File: config.mk
export PLATFORM = sky130hd
export DESIGN_NAME = ctb_regs
export DESIGN_NICKNAME = d
export VERILOG_FILES = /design/src/ctb_pkg.sv /design/src/ctb_regs.sv
export SDC_FILE = /design/constraint.sdc
export NUM_CORES = 1
export LEC_CHECK = 0
export CORE_MARGIN = 2
export CORE_UTILIZATION = 45
export DETAILED_ROUTE_END_ITERATION = 12
export DONT_BUFFER_PORTS = 1
export PLACE_DENSITY_LB_ADDON = 0.1
export SLEW_MARGIN = 20
export SYNTH_ARGS = -nofsm -noshare
export SYNTH_HDL_FRONTEND = slang
export SYNTH_SLANG_ARGS = --single-unit
File: constraint.sdc
create_clock -name clk_sys -period 2.8 [get_ports clk_sys]
set_input_delay 0 -clock clk_sys [delete_from_list [all_inputs] [get_ports clk_sys]]
set_output_delay 0 -clock clk_sys [all_outputs]
set_load 0.01 [all_outputs]
File: src/ctb_pkg.sv
// package: register map, field layout and carrier types of the charger timer/function bank
package ctb_pkg;

   // ---------------------------------------------------------------
   // register offsets
   // ---------------------------------------------------------------
   localparam logic [7:0] OFS_TIMER_SETTINGS      = 8'h06;
   localparam logic [7:0] OFS_FUNCTION_SETTINGS_A = 8'h07;
   localparam logic [7:0] OFS_FUNCTION_SETTINGS_B = 8'h08;

   // ---------------------------------------------------------------
   // values after reset and writable-bit masks
   // ---------------------------------------------------------------
   localparam logic [7:0] RST_TIMER_SETTINGS      = 8'h38;
   localparam logic [7:0] RST_FUNCTION_SETTINGS_A = 8'h04;
   localparam logic [7:0] RST_FUNCTION_SETTINGS_B = 8'h00;
   localparam logic [7:0] MSK_TIMER_SETTINGS      = 8'h3E;
   localparam logic [7:0] MSK_FUNCTION_SETTINGS_A = 8'h7D;
   localparam logic [7:0] MSK_FUNCTION_SETTINGS_B = 8'hFF;

   // ---------------------------------------------------------------
   // field positions
   // ---------------------------------------------------------------
   localparam int TS_CHARGE_COMPLETE_TIMER_ON = 5;
   localparam int TS_PRECHARGE_FAST_TIMER_ON  = 4;
   localparam int TS_CHARGE_TIMER_LONG_SEL    = 3;
   localparam int TS_SAFETY_WATCHDOG_ON       = 2;
   localparam int TS_SAFETY_WATCHDOG_LONG_SEL = 1;
   localparam int TS_SAFETY_WATCHDOG_KICK     = 0;
   localparam int FA_DEVICE_DISABLE           = 6;
   localparam int FA_BATTERY_MONITOR_FORCE_ON = 5;
   localparam int FA_THERMISTOR_SRC_FORCE_ON  = 4;
   localparam int FA_LINEAR_REGULATOR_OFF     = 3;
   localparam int FA_END_OF_CHARGE_ALLOW      = 2;
   localparam int FA_CHARGING_ENABLE          = 0;
   localparam int FB_TEMP_PROFILE_ENABLE      = 7;
   localparam int FB_TEMP_PROFILE_SELECT      = 6;
   localparam int FB_CHARGE_VOLTAGE_LIMIT_ON  = 5;
   localparam int FB_IDEAL_DIODE_LSB          = 3;
   localparam int FB_SYSTEM_VOLTAGE_LSB       = 0;

   // ---------------------------------------------------------------
   // encodings and scale
   // ---------------------------------------------------------------
   localparam logic [1:0]  DIODE_ALWAYS       = 2'h0;
   localparam logic [1:0]  DIODE_ABOVE_WEAK   = 2'h1;
   localparam logic [12:0] SYS_VOLT_BASE_MV   = 13'h10CC;
   localparam logic [12:0] SYS_VOLT_STEP_MV   = 13'h0064;
   localparam logic [3:0]  BITS_PER_BYTE      = 4'h8;

   // ---------------------------------------------------------------
   // types
   // ---------------------------------------------------------------
   typedef enum logic [5:0] {
      ST_IDLE = 6'h01,
      ST_ADDR = 6'h02,
      ST_ACK  = 6'h04,
      ST_RX   = 6'h08,
      ST_TX   = 6'h10,
      ST_RACK = 6'h20
   } ctb_state_t;

   typedef struct packed {
      logic vin_ok;
      logic batt_above_weak;
      logic sys_below_bat;
      logic batt_below_vlim;
   } ctb_sense_t;

   typedef struct packed {
      logic        charge_complete_timer_full;
      logic        precharge_fast_timer_run;
      logic        charge_timer_long_sel;
      logic        safety_watchdog_run;
      logic        safety_watchdog_long_sel;
      logic        charger_on;
      logic        battery_monitor_on;
      logic        thermistor_source_on;
      logic        regulator_on;
      logic        iso_switch_force_on;
      logic        iso_switch_force_off;
      logic        end_of_charge_allow;
      logic        charging_allowed;
      logic        temp_profile_on;
      logic        temp_profile_select;
      logic        ideal_diode_on;
      logic [2:0]  system_voltage_code;
      logic [12:0] system_voltage_mv;
   } ctb_ctrl_t;

endpackage

File: src/ctb_regs.sv
// charger timer and function settings bank behind the two-wire serial port
`timescale 1ns/1ps
`default_nettype none

// Functional notes
// 31 ms deglitch always runs; the set bit enables the full charge-complete timer.
// trickle and fast timers run only while their enable bit is set; resets to 1.
// period bit: 0 gives 30 s / 300 min, 1 gives 60 s / 600 min; resets to 1.
// watchdog stays off while its enable is 0, even above weak level; resets 0.
// watchdog period bit picks 32 s or 64 s; safety timer stays 40 min.
// writing one to the kick bit restarts the watchdog; host kicks it periodically; the bench host kicks only when a test writes one.
// device-disable bit disables the whole charger; zero after reset.
// battery monitor on with input supply good, else only when forced.
// thermistor source on with input supply good, else only when forced.
// regulator-off bit stops regulator; isolation switch on if charging off, else off.
// end of charge is allowed only while its allow bit is set; resets to 1.
// charging only while charge enable is one; resets to zero.
// temperature-profile compliance applies only while its enable is set; resets 0.
// profile select: 0 first variant (reset), 1 second variant.
// with voltage limit set, charging waits until battery drops below the limit.
// diode mode 00 always, 01 also needs above-weak, 10 and 11 disabled.
// system voltage code 000..111 gives 4.3 V to 5.0 V in 0.1 V steps.
// weak battery threshold is a rising threshold, default 3.0 V.
// kick bit holds nothing and reads zero; unused bits read zero, ignore writes.
// writes reach controls the cycle after the write completes; reset restores defaults.
module ctb_regs
   import ctb_pkg::*;
#(
   parameter logic [6:0] DEV_ADDR = 7'h2A  // arbitrary value
) (
   input  wire logic       clk_sys,
   input  wire logic       resetn,
   input  wire logic       scl_in,
   input  wire logic       sda_in,
   output logic            sda_out,
   output logic            sda_oe,
   input  wire ctb_sense_t sense_in,
   output ctb_ctrl_t       ctrl,
   output logic            safety_watchdog_kick
);

   // ---------------------------------------------------------------
   // elaboration check
   // ---------------------------------------------------------------
   generate
      if (DEV_ADDR[6:3] == 4'h0 || DEV_ADDR[6:3] == 4'hF) begin : g_bad_addr
         $error("device address falls in a reserved range");
      end
   endgenerate

   // ---------------------------------------------------------------
   // input synchronisers
   // ---------------------------------------------------------------
   logic       scl_s1, scl_s2, scl_s3;
   logic       sda_s1, sda_s2, sda_s3;
   ctb_sense_t sense_s1, sense_s2;

   always_ff @(posedge clk_sys) begin
      if (!resetn) begin
         scl_s1   <= 1'b1;
         scl_s2   <= 1'b1;
         scl_s3   <= 1'b1;
         sda_s1   <= 1'b1;
         sda_s2   <= 1'b1;
         sda_s3   <= 1'b1;
         sense_s1 <= '0;
         sense_s2 <= '0;
      end else begin
         scl_s1   <= scl_in;
         scl_s2   <= scl_s1;
         scl_s3   <= scl_s2;
         sda_s1   <= sda_in;
         sda_s2   <= sda_s1;
         sda_s3   <= sda_s2;
         sense_s1 <= sense_in;
         sense_s2 <= sense_s1;
      end
   end

   logic scl_rise, scl_fall, bus_start, bus_stop;
   assign scl_rise  = scl_s2 & ~scl_s3;
   assign scl_fall  = ~scl_s2 & scl_s3;
   assign bus_start = scl_s2 & scl_s3 & sda_s3 & ~sda_s2;
   assign bus_stop  = scl_s2 & scl_s3 & ~sda_s3 & sda_s2;

   // ---------------------------------------------------------------
   // register bank state
   // ---------------------------------------------------------------
   logic [7:0] timer_settings_reg,      timer_settings_next;
   logic [7:0] function_settings_a_reg, function_settings_a_next;
   logic [7:0] function_settings_b_reg, function_settings_b_next;
   logic       kick_reg,                kick_next;
   ctb_ctrl_t  ctrl_reg,                ctrl_next;

   function automatic logic [7:0] read_byte(input logic [7:0] a, input logic [7:0] t,
                                            input logic [7:0] fa, input logic [7:0] fb);
      unique case (a)
         OFS_TIMER_SETTINGS:      read_byte = t & MSK_TIMER_SETTINGS;
         OFS_FUNCTION_SETTINGS_A: read_byte = fa & MSK_FUNCTION_SETTINGS_A;
         OFS_FUNCTION_SETTINGS_B: read_byte = fb;
         default:                 read_byte = 8'h00;
      endcase
   endfunction

   // ---------------------------------------------------------------
   // serial slave state machine
   // ---------------------------------------------------------------
   ctb_state_t st_reg,    st_next;
   logic [3:0] cnt_reg,   cnt_next;
   logic [7:0] sh_reg,    sh_next;
   logic [7:0] ptr_reg,   ptr_next;
   logic       phase_reg, phase_next;
   logic       rd_reg,    rd_next;
   logic       oe_reg,    oe_next;
   logic       nack_reg,  nack_next;
   logic       wr_en;
   logic [7:0] tx_byte;

   assign tx_byte = read_byte(ptr_reg, timer_settings_reg, function_settings_a_reg,
                              function_settings_b_reg);

   always_comb begin
      st_next    = st_reg;
      cnt_next   = cnt_reg;
      sh_next    = sh_reg;
      ptr_next   = ptr_reg;
      phase_next = phase_reg;
      rd_next    = rd_reg;
      oe_next    = oe_reg;
      nack_next  = nack_reg;
      wr_en      = 1'b0;
      if (bus_start) begin
         st_next    = ST_ADDR;
         cnt_next   = 4'h0;
         phase_next = 1'b1;
         oe_next    = 1'b0;
      end else if (bus_stop) begin
         st_next = ST_IDLE;
         oe_next = 1'b0;
      end else begin
         unique case (st_reg)
            ST_IDLE: begin
               oe_next = 1'b0;
            end
            ST_ADDR, ST_RX: begin
               if (scl_rise) begin
                  sh_next  = {sh_reg[6:0], sda_s2};
                  cnt_next = cnt_reg + 4'h1;
               end else if (scl_fall && cnt_reg == BITS_PER_BYTE) begin
                  cnt_next = 4'h0;
                  st_next  = ST_ACK;
                  oe_next  = 1'b1;
                  if (st_reg == ST_ADDR) begin
                     rd_next = sh_reg[0];
                     if (sh_reg[7:1] != DEV_ADDR) begin
                        st_next = ST_IDLE;
                        oe_next = 1'b0;
                     end
                  end else if (phase_reg) begin
                     ptr_next   = sh_reg;
                     phase_next = 1'b0;
                  end else begin
                     wr_en    = 1'b1;
                     ptr_next = ptr_reg + 8'h01;
                  end
               end
            end
            ST_ACK: begin
               if (scl_fall) begin
                  if (rd_reg) begin
                     st_next  = ST_TX;
                     sh_next  = tx_byte;
                     ptr_next = ptr_reg + 8'h01;
                     oe_next  = ~tx_byte[7];
                  end else begin
                     st_next = ST_RX;
                     oe_next = 1'b0;
                  end
               end
            end
            ST_TX: begin
               if (scl_rise) begin
                  cnt_next = cnt_reg + 4'h1;
               end else if (scl_fall) begin
                  if (cnt_reg == BITS_PER_BYTE) begin
                     st_next  = ST_RACK;
                     cnt_next = 4'h0;
                     oe_next  = 1'b0;
                  end else begin
                     sh_next = {sh_reg[6:0], 1'b0};
                     oe_next = ~sh_reg[6];
                  end
               end
            end
            ST_RACK: begin
               if (scl_rise) begin
                  nack_next = sda_s2;
               end else if (scl_fall) begin
                  if (nack_reg) begin
                     st_next = ST_IDLE;
                  end else begin
                     st_next  = ST_TX;
                     sh_next  = tx_byte;
                     ptr_next = ptr_reg + 8'h01;
                     oe_next  = ~tx_byte[7];
                  end
               end
            end
         endcase
      end
   end

   always_ff @(posedge clk_sys) begin
      if (!resetn) begin
         st_reg    <= ST_IDLE;
         cnt_reg   <= 4'h0;
         sh_reg    <= 8'h00;
         ptr_reg   <= 8'h00;
         phase_reg <= 1'b0;
         rd_reg    <= 1'b0;
         oe_reg    <= 1'b0;
         nack_reg  <= 1'b0;
      end else begin
         st_reg    <= st_next;
         cnt_reg   <= cnt_next;
         sh_reg    <= sh_next;
         ptr_reg   <= ptr_next;
         phase_reg <= phase_next;
         rd_reg    <= rd_next;
         oe_reg    <= oe_next;
         nack_reg  <= nack_next;
      end
   end

   // open drain: only ever pulls low
   assign sda_out = 1'b0;
   assign sda_oe  = oe_reg;

   // ---------------------------------------------------------------
   // register writes and derived controls
   // ---------------------------------------------------------------
   logic [1:0] diode_mode;

   always_comb begin
      timer_settings_next      = timer_settings_reg;
      function_settings_a_next = function_settings_a_reg;
      function_settings_b_next = function_settings_b_reg;
      kick_next                = 1'b0;
      if (wr_en) begin
         unique case (ptr_reg)
            OFS_TIMER_SETTINGS: begin
               timer_settings_next = sh_reg & MSK_TIMER_SETTINGS;
               kick_next = sh_reg[TS_SAFETY_WATCHDOG_KICK];
            end
            OFS_FUNCTION_SETTINGS_A: function_settings_a_next = sh_reg & MSK_FUNCTION_SETTINGS_A;
            OFS_FUNCTION_SETTINGS_B: function_settings_b_next = sh_reg;
            default: ;  // unmapped writes are dropped
         endcase
      end
      // controls follow the next register values so they change one edge after the write
      diode_mode = function_settings_b_next[FB_IDEAL_DIODE_LSB +: 2];
      ctrl_next.charge_complete_timer_full =
         timer_settings_next[TS_CHARGE_COMPLETE_TIMER_ON];
      ctrl_next.precharge_fast_timer_run =
         timer_settings_next[TS_PRECHARGE_FAST_TIMER_ON];
      ctrl_next.charge_timer_long_sel = timer_settings_next[TS_CHARGE_TIMER_LONG_SEL];
      ctrl_next.safety_watchdog_run = timer_settings_next[TS_SAFETY_WATCHDOG_ON]
                                      & sense_s2.batt_above_weak;
      ctrl_next.safety_watchdog_long_sel =
         timer_settings_next[TS_SAFETY_WATCHDOG_LONG_SEL];
      ctrl_next.charger_on = ~function_settings_a_next[FA_DEVICE_DISABLE];
      ctrl_next.battery_monitor_on = sense_s2.vin_ok
         | function_settings_a_next[FA_BATTERY_MONITOR_FORCE_ON];
      ctrl_next.thermistor_source_on = sense_s2.vin_ok
         | function_settings_a_next[FA_THERMISTOR_SRC_FORCE_ON];
      ctrl_next.regulator_on = ~function_settings_a_next[FA_LINEAR_REGULATOR_OFF]
                               & ~function_settings_a_next[FA_DEVICE_DISABLE];
      ctrl_next.iso_switch_force_on = function_settings_a_next[FA_LINEAR_REGULATOR_OFF]
                                      & ~function_settings_a_next[FA_CHARGING_ENABLE];
      ctrl_next.iso_switch_force_off = function_settings_a_next[FA_LINEAR_REGULATOR_OFF]
                                       & function_settings_a_next[FA_CHARGING_ENABLE];
      ctrl_next.end_of_charge_allow = function_settings_a_next[FA_END_OF_CHARGE_ALLOW];
      ctrl_next.charging_allowed = function_settings_a_next[FA_CHARGING_ENABLE]
         & ~function_settings_a_next[FA_DEVICE_DISABLE]
         & (~function_settings_b_next[FB_CHARGE_VOLTAGE_LIMIT_ON]
            | sense_s2.batt_below_vlim);
      ctrl_next.temp_profile_on = function_settings_b_next[FB_TEMP_PROFILE_ENABLE];
      ctrl_next.temp_profile_select = function_settings_b_next[FB_TEMP_PROFILE_SELECT];
      ctrl_next.ideal_diode_on = (diode_mode == DIODE_ALWAYS && sense_s2.sys_below_bat)
         | (diode_mode == DIODE_ABOVE_WEAK && sense_s2.sys_below_bat
            && sense_s2.batt_above_weak);
      ctrl_next.system_voltage_code =
         function_settings_b_next[FB_SYSTEM_VOLTAGE_LSB +: 3];
      ctrl_next.system_voltage_mv = SYS_VOLT_BASE_MV
         + SYS_VOLT_STEP_MV * {10'h000, function_settings_b_next[FB_SYSTEM_VOLTAGE_LSB +: 3]};
   end

   always_ff @(posedge clk_sys) begin
      if (!resetn) begin
         timer_settings_reg      <= RST_TIMER_SETTINGS;
         function_settings_a_reg <= RST_FUNCTION_SETTINGS_A;
         function_settings_b_reg <= RST_FUNCTION_SETTINGS_B;
         kick_reg                <= 1'b0;
         ctrl_reg                <= '0;
      end else begin
         timer_settings_reg      <= timer_settings_next;
         function_settings_a_reg <= function_settings_a_next;
         function_settings_b_reg <= function_settings_b_next;
         kick_reg                <= kick_next;
         ctrl_reg                <= ctrl_next;
      end
   end

   assign ctrl                 = ctrl_reg;
   assign safety_watchdog_kick = kick_reg;
endmodule

`default_nettype wire

# ---- Yosys cells after proc, flatten, opt, wreduce, memory -nomap -nowiden
# Cells that the tools add are included.
dict set report classes {
  n_addsub 3
  mul 1
  n_eq_ne 39
  n_mux 74
  bitwise_logic 31
  n_reduce_logical 24
}
# cell n
set op_table {}
lappend op_table {{8-bit two-way mux} 20}
lappend op_table {{6-bit two-way mux} 10}
lappend op_table {{8-bit one-hot mux with 3 select lines} 2}
lappend op_table {{4-bit != test, second input constant} 8}
lappend op_table {{8-bit one-hot mux with 4 select lines} 1}
lappend op_table {{2-bit != test, second input constant} 15}
lappend op_table {{1-bit two-way mux} 25}
lappend op_table {{6-bit one-hot mux with 4 select lines} 1}
lappend op_table {{4-bit two-way mux} 5}
lappend op_table {{9-bit AND reduction} 2}
lappend op_table {{8-bit by 3-bit == test with 1-bit output, second input constant} 2}
lappend op_table {{7-bit two-way mux} 2}
lappend op_table {{1-bit NOT} 14}
lappend op_table {{13-bit by 10-bit adder with 13-bit output, first input constant} 1}
lappend op_table {{1-bit AND} 13}
lappend op_table {{12-bit AND reduction} 1}
lappend op_table {{11-bit AND reduction} 1}
lappend op_table {{5-bit two-way mux} 2}
lappend op_table {{5-bit AND reduction} 2}
lappend op_table {{3-bit != test, second input constant} 3}
lappend op_table {{8-bit by 1-bit adder with 8-bit output, second input constant} 1}
lappend op_table {{8-bit by 4-bit == test with 1-bit output, second input constant} 1}
lappend op_table {{5-bit by 3-bit multiplier with 8-bit output, first input constant} 1}
lappend op_table {{4-bit one-hot mux with 2 select lines} 1}
lappend op_table {{27 further kinds} 38}
dict set report totals {
  register_bits 96
  output_inout_bits 35
  elab_cells 217
}

# ---- Longest topological paths before layout
# Gate-level depths: netlist (run 1).
dict set report depth {
  depth_word 13
  depth_mapped 12
}

# ---- Least setup slack after synthesis (run 1)
# Ideal clock, no wire load.
dict set report synth_timing {
  kind {register to register}
  from {register scl_s3}
  to {register ctrl_reg (netlist bit ctrl[8])}
  setup_ps 72
  t_arrival_ps 2964
  required_ps 2728
  setup_slack_ps -236
  stages_incl_launch_ff 12
  path_buffers 0
  cell_sequence {dfxtp_1 inv_1 ha_1 nand2b_1 nor2_1 nand4_4 mux2i_1 inv_1 ha_1 ha_1 nor3_1 mux2i_1}
}
# element line_no
set synth_lines {}
lappend synth_lines {{start, declared} ctb_regs.sv:54} ;# logic scl_s1, scl_s2, scl_s3;
lappend synth_lines {{start signal, assigned} ctb_regs.sv:71} ;# scl_s3 <= scl_s2;
lappend synth_lines {{end signal, assigned} ctb_regs.sv:310} ;# ctrl_reg <= ctrl_next;
lappend synth_lines {{end, declared} ctb_regs.sv:93} ;# ctb_ctrl_t ctrl_reg, ctrl_next;

==> results.py, run 1 <==
metrics = {
    "run_status": {
        "status": "complete, no violations",
    },
    "grt": {
        "grt_max_degree": 39,
        "busiest_layer": "met2",
        "met2_usage": 0.360,
        "met3_usage": 0.0511,
        "grt_pass1_wl_um": 17000,
        "antenna_found_initial": 0,
        "overflow": 0,
        "grt_util_all_layers": 0.212,
        "grtUsageMet1": 0.267,
        "grt_pass1_vias": 3371,
    },
    "sta": {
        "worstMarginPinSlew_ps": 617,
        "period_share": 0.972,
        "hold_viol": 0,
        "min_period_ps": 2720,
        "grt_setup_unrepaired": "true",
        "relSlewSlack": 0.588,
        "setup_tns_ps": 0,
        "fin_skew_ps": 14.0,
        "clock.fmax_mhz": 367,
        "setup_viol": 0,
        "slew_viol_final": 0,
    },
    "layout": {
        "drive_gt1_frac": 0.151,
        "synthToLayoutAreaGrowth_pct": 12.0,
        "antennaDiodeCount": 0,
        "nets": 516,
        "largest_reg_flops": 22,
        "fillCellCount": 876,
    },
    "cts": {
        "root_buffer": "clkbuf_8",
        "clk_latency_ps": 360,
        "cts_buffers": 9,
        "cts.clk_slew.worst_paths_ps": 90,
        "htreeDepth": 3,
        "tritoncts": "built",
        "cts.sinks": 86,
        "cts_buffer_depth": 2,
    },
    "pwr": {
        "p_leak_nw": 1.98,
        "swShare": 0.241,
        "p_per_area_nw_per_um2": 498,
        "p_comb_frac": 0.048,
        "clockPowerShare": 0.421,
        "fin_total_pwr_mw": 2.38,
        "power_switching_mw": 0.574,
        "peakVddDrop_mv": 0.416,
        "p_int_mw": 1.80,
        "p_seq_frac": 0.531,
    },
    "hold_path": {
        "min_path_type": "in -> reg",
        "min-delay-start": "resetn",
        "hold_path_depth": 2,
        "min_to": "ctrl[5]",
    },
    "route": {
        "drt_iter0_markers": 153,
        "dr.pass1.iters": 4,
        "drc": 0,
        "avgViaCountPerCell": 5.70,
        "antenna_left": 0,
        "wl_per_cell_um": 17.0,
        "drt-total-wl_um": 10300,
        "vias": 3464,
    },
    "setup_path": {
        "r2r_start": "ptr_reg[4]",
        "cp_cell_sequence": "or4_4, nor3_4, nand4_4, mux2i_4, inv_2, ha_4, ha_2, xor2_1, or2_2, mux2i_1",
        "startpoint_type": "flip-flop",
        "r2r_slack_ps": 80,
        "required_ps": 3100,
        "crit_slowest_cell": "or4_4",
        "critical_path.max_fanout": 4,
        "reg2regPathDepth": 10,
        "slowest_delay_ps": 560,
        "arrival_ps": 3020,
        "reg2reg_to": "ctrl[8]",
        "end_kind": "flip-flop",
        "critPathLaunch": "ptr_reg[4]",
        "path_class": "reg -> reg",
    },
    "floorplanning": {
        "die-width_um": 101,
        "placeableCoreArea_um2": 9200,
        "ios": 43,
        "num_rows": 35,
        "die_h_um": 101,
        "start_util": 0.464,
        "floorplan.die_area_um2": 10300,
    },
    "place": {
        "hpwl_um": 7230,
        "gp_congestion": 0.909,
        "port_buffers": 0,
    },
    "synthesis": {
        "syn_avg_cell_area_um2": 8.87,
        "async_flop_share": 0,
        "ys.flop_type": "dfxtp_1",
        "synth_edf_count": 0,
        "synth_cell_types": 69,
        "synthTopCellsByArea": "dfxtp_1 40%, mux2i_1 5.9%, a21oi_1 4.7%, ha_1 4.7%, nor2_1 4.1%",
        "yosysWarnings": 0,
        "yosys.cell_count.top_type": "dfxtp_1",
        "ys_top_cells_by_count": "86 x dfxtp_1, 47 x nor2_1, 42 x nand2_1, 40 x a21oi_1, 25 x mux2i_1",
        "yosys.area.top_type": "dfxtp_1",
        "netlist.area_leader.share": 0.404,
        "ys_ff_latch": 86,
        "syn_area_um2": 4270,
        "synth_cells": 481,
        "ys_seq_area_frac": 0.404,
    },
    "flow_run": {
        "maxCapViolations": 0,
    },
}
## final cells by class
class | count | area [um2] | share of cell area
flip-flops and latches | 86 | 1720 | 0.361
clock buffers | 9 | 124 | 0.0259
inverters | 16 | 60.1 | 0.0126
well taps | 111 | 139 | 0.0291
clock inverters | 7 | 104 | 0.0217
multi-input cells | 347 | 2360 | 0.493
repair buffers | 32 | 270 | 0.0566
## worst max path at each step
| stage | cells past startpoint | slack [ps] | to |
|---|---|---|---|
| 6_report | 10 | 80 | ctrl[8] |
| 5_1_grt | 10 | -80 | ctrl[8] |
| 4_1_cts | 9 | 30 | ctrl[8] |
| 3_5_place_dp | 9 | 50 | ctrl[8] |
| 3_3_place_gp | 9 | 80 | ctrl[8] |
| 2_1_floorplan | 10 | 20 | ctrl[8] |
## critical path, delay by kind of cell, from the launching register on
kind          cells  cell delay [ps]
xor+xnor          1              160
fa+ha+maj         2              390
mux               2              370
flops             1              320
simple gates      4             1270
buf+inv           1              130
## metal layers
metal,vias up,wire length (um)
met5,-,0
met4,0,167
met3,15,561
met2,72,5040
met1,1680,4560
li1,1697,-
## power groups by stage
stage,clock network [mW],logic (mW),registers (mW)
2_1_floorplan,0,0.0845,1.29
4_1_cts,1.03,0.114,1.26
3_5_place_dp,0,0.0951,1.29
5_1_grt,1.07,0.126,1.27
6_report,1.00,0.114,1.26
3_3_place_gp,0,0.0950,1.29
## logic make-up (layout without fill, tap and decap cells)
group	after synthesis	count (layout)	share of synthesized area
flip-flops	86	86	0.404
buffers and inverters	51	64	0.0628
other	1	4	0.000879
AO/OA/AOI/OAI	105	105	0.158
AND/OR/NAND/NOR	185	185	0.239
adder cells (fa/ha/maj)	16	16	0.0469
multiplexers	28	28	0.0698
XOR/XNOR	9	9	0.0185
## layout by cell type, fill, tap and decap left out, drive strengths merged, types with 4 or more instances in the layout
cell type and instances:
nor4 5, o21ai 21, a21oi 41, dlygate4sd3 7, nand3 14, a21o 4
xor2 7, buf 25, o211ai 4, and2 10, mux2i 27, nand4 5
conb 4, nor4b 4, nor3b 6, a211oi 5, inv 18, clkbuf 9
nand3b 5, or2 4, nand2b 11, nor3 9, nand2 43, and3 8
a22oi 7, nor2 49, dfxtp 86, ha 16
## stage by stage
step	hold WS [ps]	cell area [um2]	setup WS [ps]	std cells	utilization
finish	53.6	4780	77.0	608	0.519
global placement	29.4	4420	80.2	582	0.480
global route	66.6	4780	-77.4	608	0.519
CTS	38.0	4730	32.3	606	0.515
detailed placement	29.0	4420	47.6	582	0.480
floorplan	27.7	4320	15.2	484	-
## repair_timing
item                                    CTS  global route
buffers inserted                          0             2
gates resized for setup                   0             7
hold buffers                              8             0
endpoints found under the setup margin    0             3
hold endpoints to repair                 43             0
Power figures use the tool's default switching activity.
==> inputs of run 2 (changes only) <==
--- a/config.mk
+++ b/config.mk
@@ -10,6 +10,7 @@
 export DETAILED_ROUTE_END_ITERATION = 12
 export DONT_BUFFER_PORTS = 1
 export PLACE_DENSITY_LB_ADDON = 0.1
+export REMOVE_ABC_BUFFERS = 1
 export SLEW_MARGIN = 20
 export SYNTH_ARGS = -nofsm -noshare
 export SYNTH_HDL_FRONTEND = slang
==> results.py, run 2 (synthesis gave the netlist of run 1 again) <==
metrics = {
    "pwr": {
        "p_per_area_nw_per_um2": 468,
        "peakVddDrop_mv": 0.308,
        "power_switching_mw": 0.608,
        "p_seq_frac": 0.561,
        "clockPowerShare": 0.388,
        "fin_total_pwr_mw": 2.25,
        "swShare": 0.270,
        "p_leak_nw": 2.01,
        "p_comb_frac": 0.050,
        "p_int_mw": 1.64,
    },
    "place": {
        "placed_cells": 588,
        "gp_congestion": 0.892,
        "hpwl_um": 7150,
        "port_buffers": 0,
        "place_ws_ps": -99.4,
    },
    "floorplanning": {
        "num_rows": 35,
        "start_util": 0.464,
        "floorplan.die_area_um2": 10300,
        "die-width_um": 101,
        "ios": 43,
        "placeableCoreArea_um2": 9200,
        "die_h_um": 101,
    },
    "hold_path": {
        "min_path_type": "in -> reg",
    },
    "cts": {
        "cts_buffer_depth": 2,
        "tritoncts": "built",
        "cts.sinks": 86,
        "cts.clk_slew.worst_paths_ps": 100,
        "htreeDepth": 3,
        "root_buffer": "clkbuf_8",
        "cts_buffers": 9,
        "clk_latency_ps": 360,
    },
    "grt": {
        "grt_pass1_vias": 3375,
        "antenna_found_initial": 0,
        "overflow": 0,
        "grt_max_degree": 40,
        "grt_util_all_layers": 0.214,
        "grt_pass1_wl_um": 17200,
    },
    "setup_path": {
        "startpoint_type": "flip-flop",
        "arrival_ps": 3010,
        "crit_buf_inv": 1,
        "slowest_delay_ps": 550,
        "cp_cell_sequence": "or4_4, nor3_4, nand4_4, mux2i_2, inv_2, ha_4, ha_2, nor3_2, mux2i_1",
        "crit_slowest_cell": "or4_4",
        "required_ps": 3100,
        "end_kind": "flip-flop",
        "cp_top_family": "simple AND/OR/NAND/NOR gates",
        "critical_path.max_fanout": 5,
        "path_class": "reg -> reg",
    },
    "layout": {
        "fillCellCount": 868,
        "synthToLayoutAreaGrowth_pct": 12.7,
        "largest_reg_flops": 22,
        "final_cell_mix": "85 x dfxtp_1, 47 x nor2_1, 42 x nand2_1",
        "finalNonFillerCells": 617,
        "drive_gt1_frac": 0.172,
        "nets": 525,
        "antennaDiodeCount": 0,
        "final_common_cell": "dfxtp_1",
    },
    "sta": {
        "clock.fmax_mhz": 369,
        "slew_viol_final": 0,
        "relSlewSlack": 0.570,
        "worstMarginPinSlew_ps": 645,
        "fin_skew_ps": 7.92,
        "hold_viol": 0,
        "grt_setup_unrepaired": "true",
        "fin_hold_ws_ps": 270,
        "min_period_ps": 2710,
        "period_share": 0.969,
        "fin_ws_ps": 86.8,
        "setup_viol": 0,
    },
    "run_status": {
        "status": "complete, no violations",
    },
    "route": {
        "avgViaCountPerCell": 5.63,
        "drt-total-wl_um": 10300,
        "dr.pass1.iters": 5,
        "wl_per_cell_um": 16.6,
        "vias": 3472,
        "drt_iter0_markers": 179,
        "antenna_left": 0,
        "drc": 0,
    },
    "flow_run": {
        "maxCapViolations": 0,
    },
}
-- run 2: changes by cell type in the layout (fill, tap and decap cells not counted), sizes merged --
cell	previous run	this run
clkinvlp	2	0
bufinv	2	0
clkinv	1	5
buf	25	34
-- run 2: path summary, 6_finish.rpt --
path                  start      end  slack [ps]  cells past startpoint
setup / recovery  st_reg[1]  ctrl[8]          90                      9
hold / removal       scl_in   scl_s1         270                      2
setup reg to reg  st_reg[1]  ctrl[8]          90                      9
hold reg to reg      scl_s1   scl_s2         410                      1
-- run 2: per-stage QoR --
step	instance area [um2]	utilization	TNS, ps
after global routing	4810	0.523	-74.9
after global placement	4420	0.480	0
final	4810	0.523	0
after CTS	4720	0.513	0
after detailed placement	4420	0.480	-133
after floorplan	4070	-	-533
-- run 2: final cells by class --
| type | count | area [um2] | share of cell area |
|---|---|---|---|
| well taps | 111 | 139 | 0.0289 |
| flip-flops and latches | 86 | 1720 | 0.358 |
| clock buffers | 9 | 124 | 0.0258 |
| clock inverters | 7 | 76.3 | 0.0159 |
| inverters | 16 | 60.1 | 0.0125 |
| multi-input cells | 347 | 2340 | 0.488 |
| repair buffers | 41 | 342 | 0.0710 |
-- run 2: layer usage --
layer | share of wire | track usage | vias to the layer above
met4 | 0.015 | 0.0738 | 0
met5 | 0 | 0 | -
met3 | 0.058 | 0.0380 | 11
met1 | 0.44 | 0.287 | 1660
li1 | - | - | 1717
met2 | 0.49 | 0.347 | 84
-- run 2: what timing repair did --
item	4_1_cts	5_1_grt
resized for setup	1	17
hold endpoints to repair	49	0
pin swaps	2	3
setup buffers	1	4
setup endpoints to repair	2	5
gates cloned	0	0
hold buffers	8	0
-- run 2: power groups by stage --
stage / clock network (mW) / logic, mW / registers [mW]
floorplan: 0 / 0.0633 / 1.29
global placement: 0 / 0.0935 / 1.29
detailed placement: 0 / 0.0942 / 1.29
CTS: 0.909 / 0.114 / 1.26
global route: 0.960 / 0.127 / 1.27
finish: 0.874 / 0.113 / 1.26
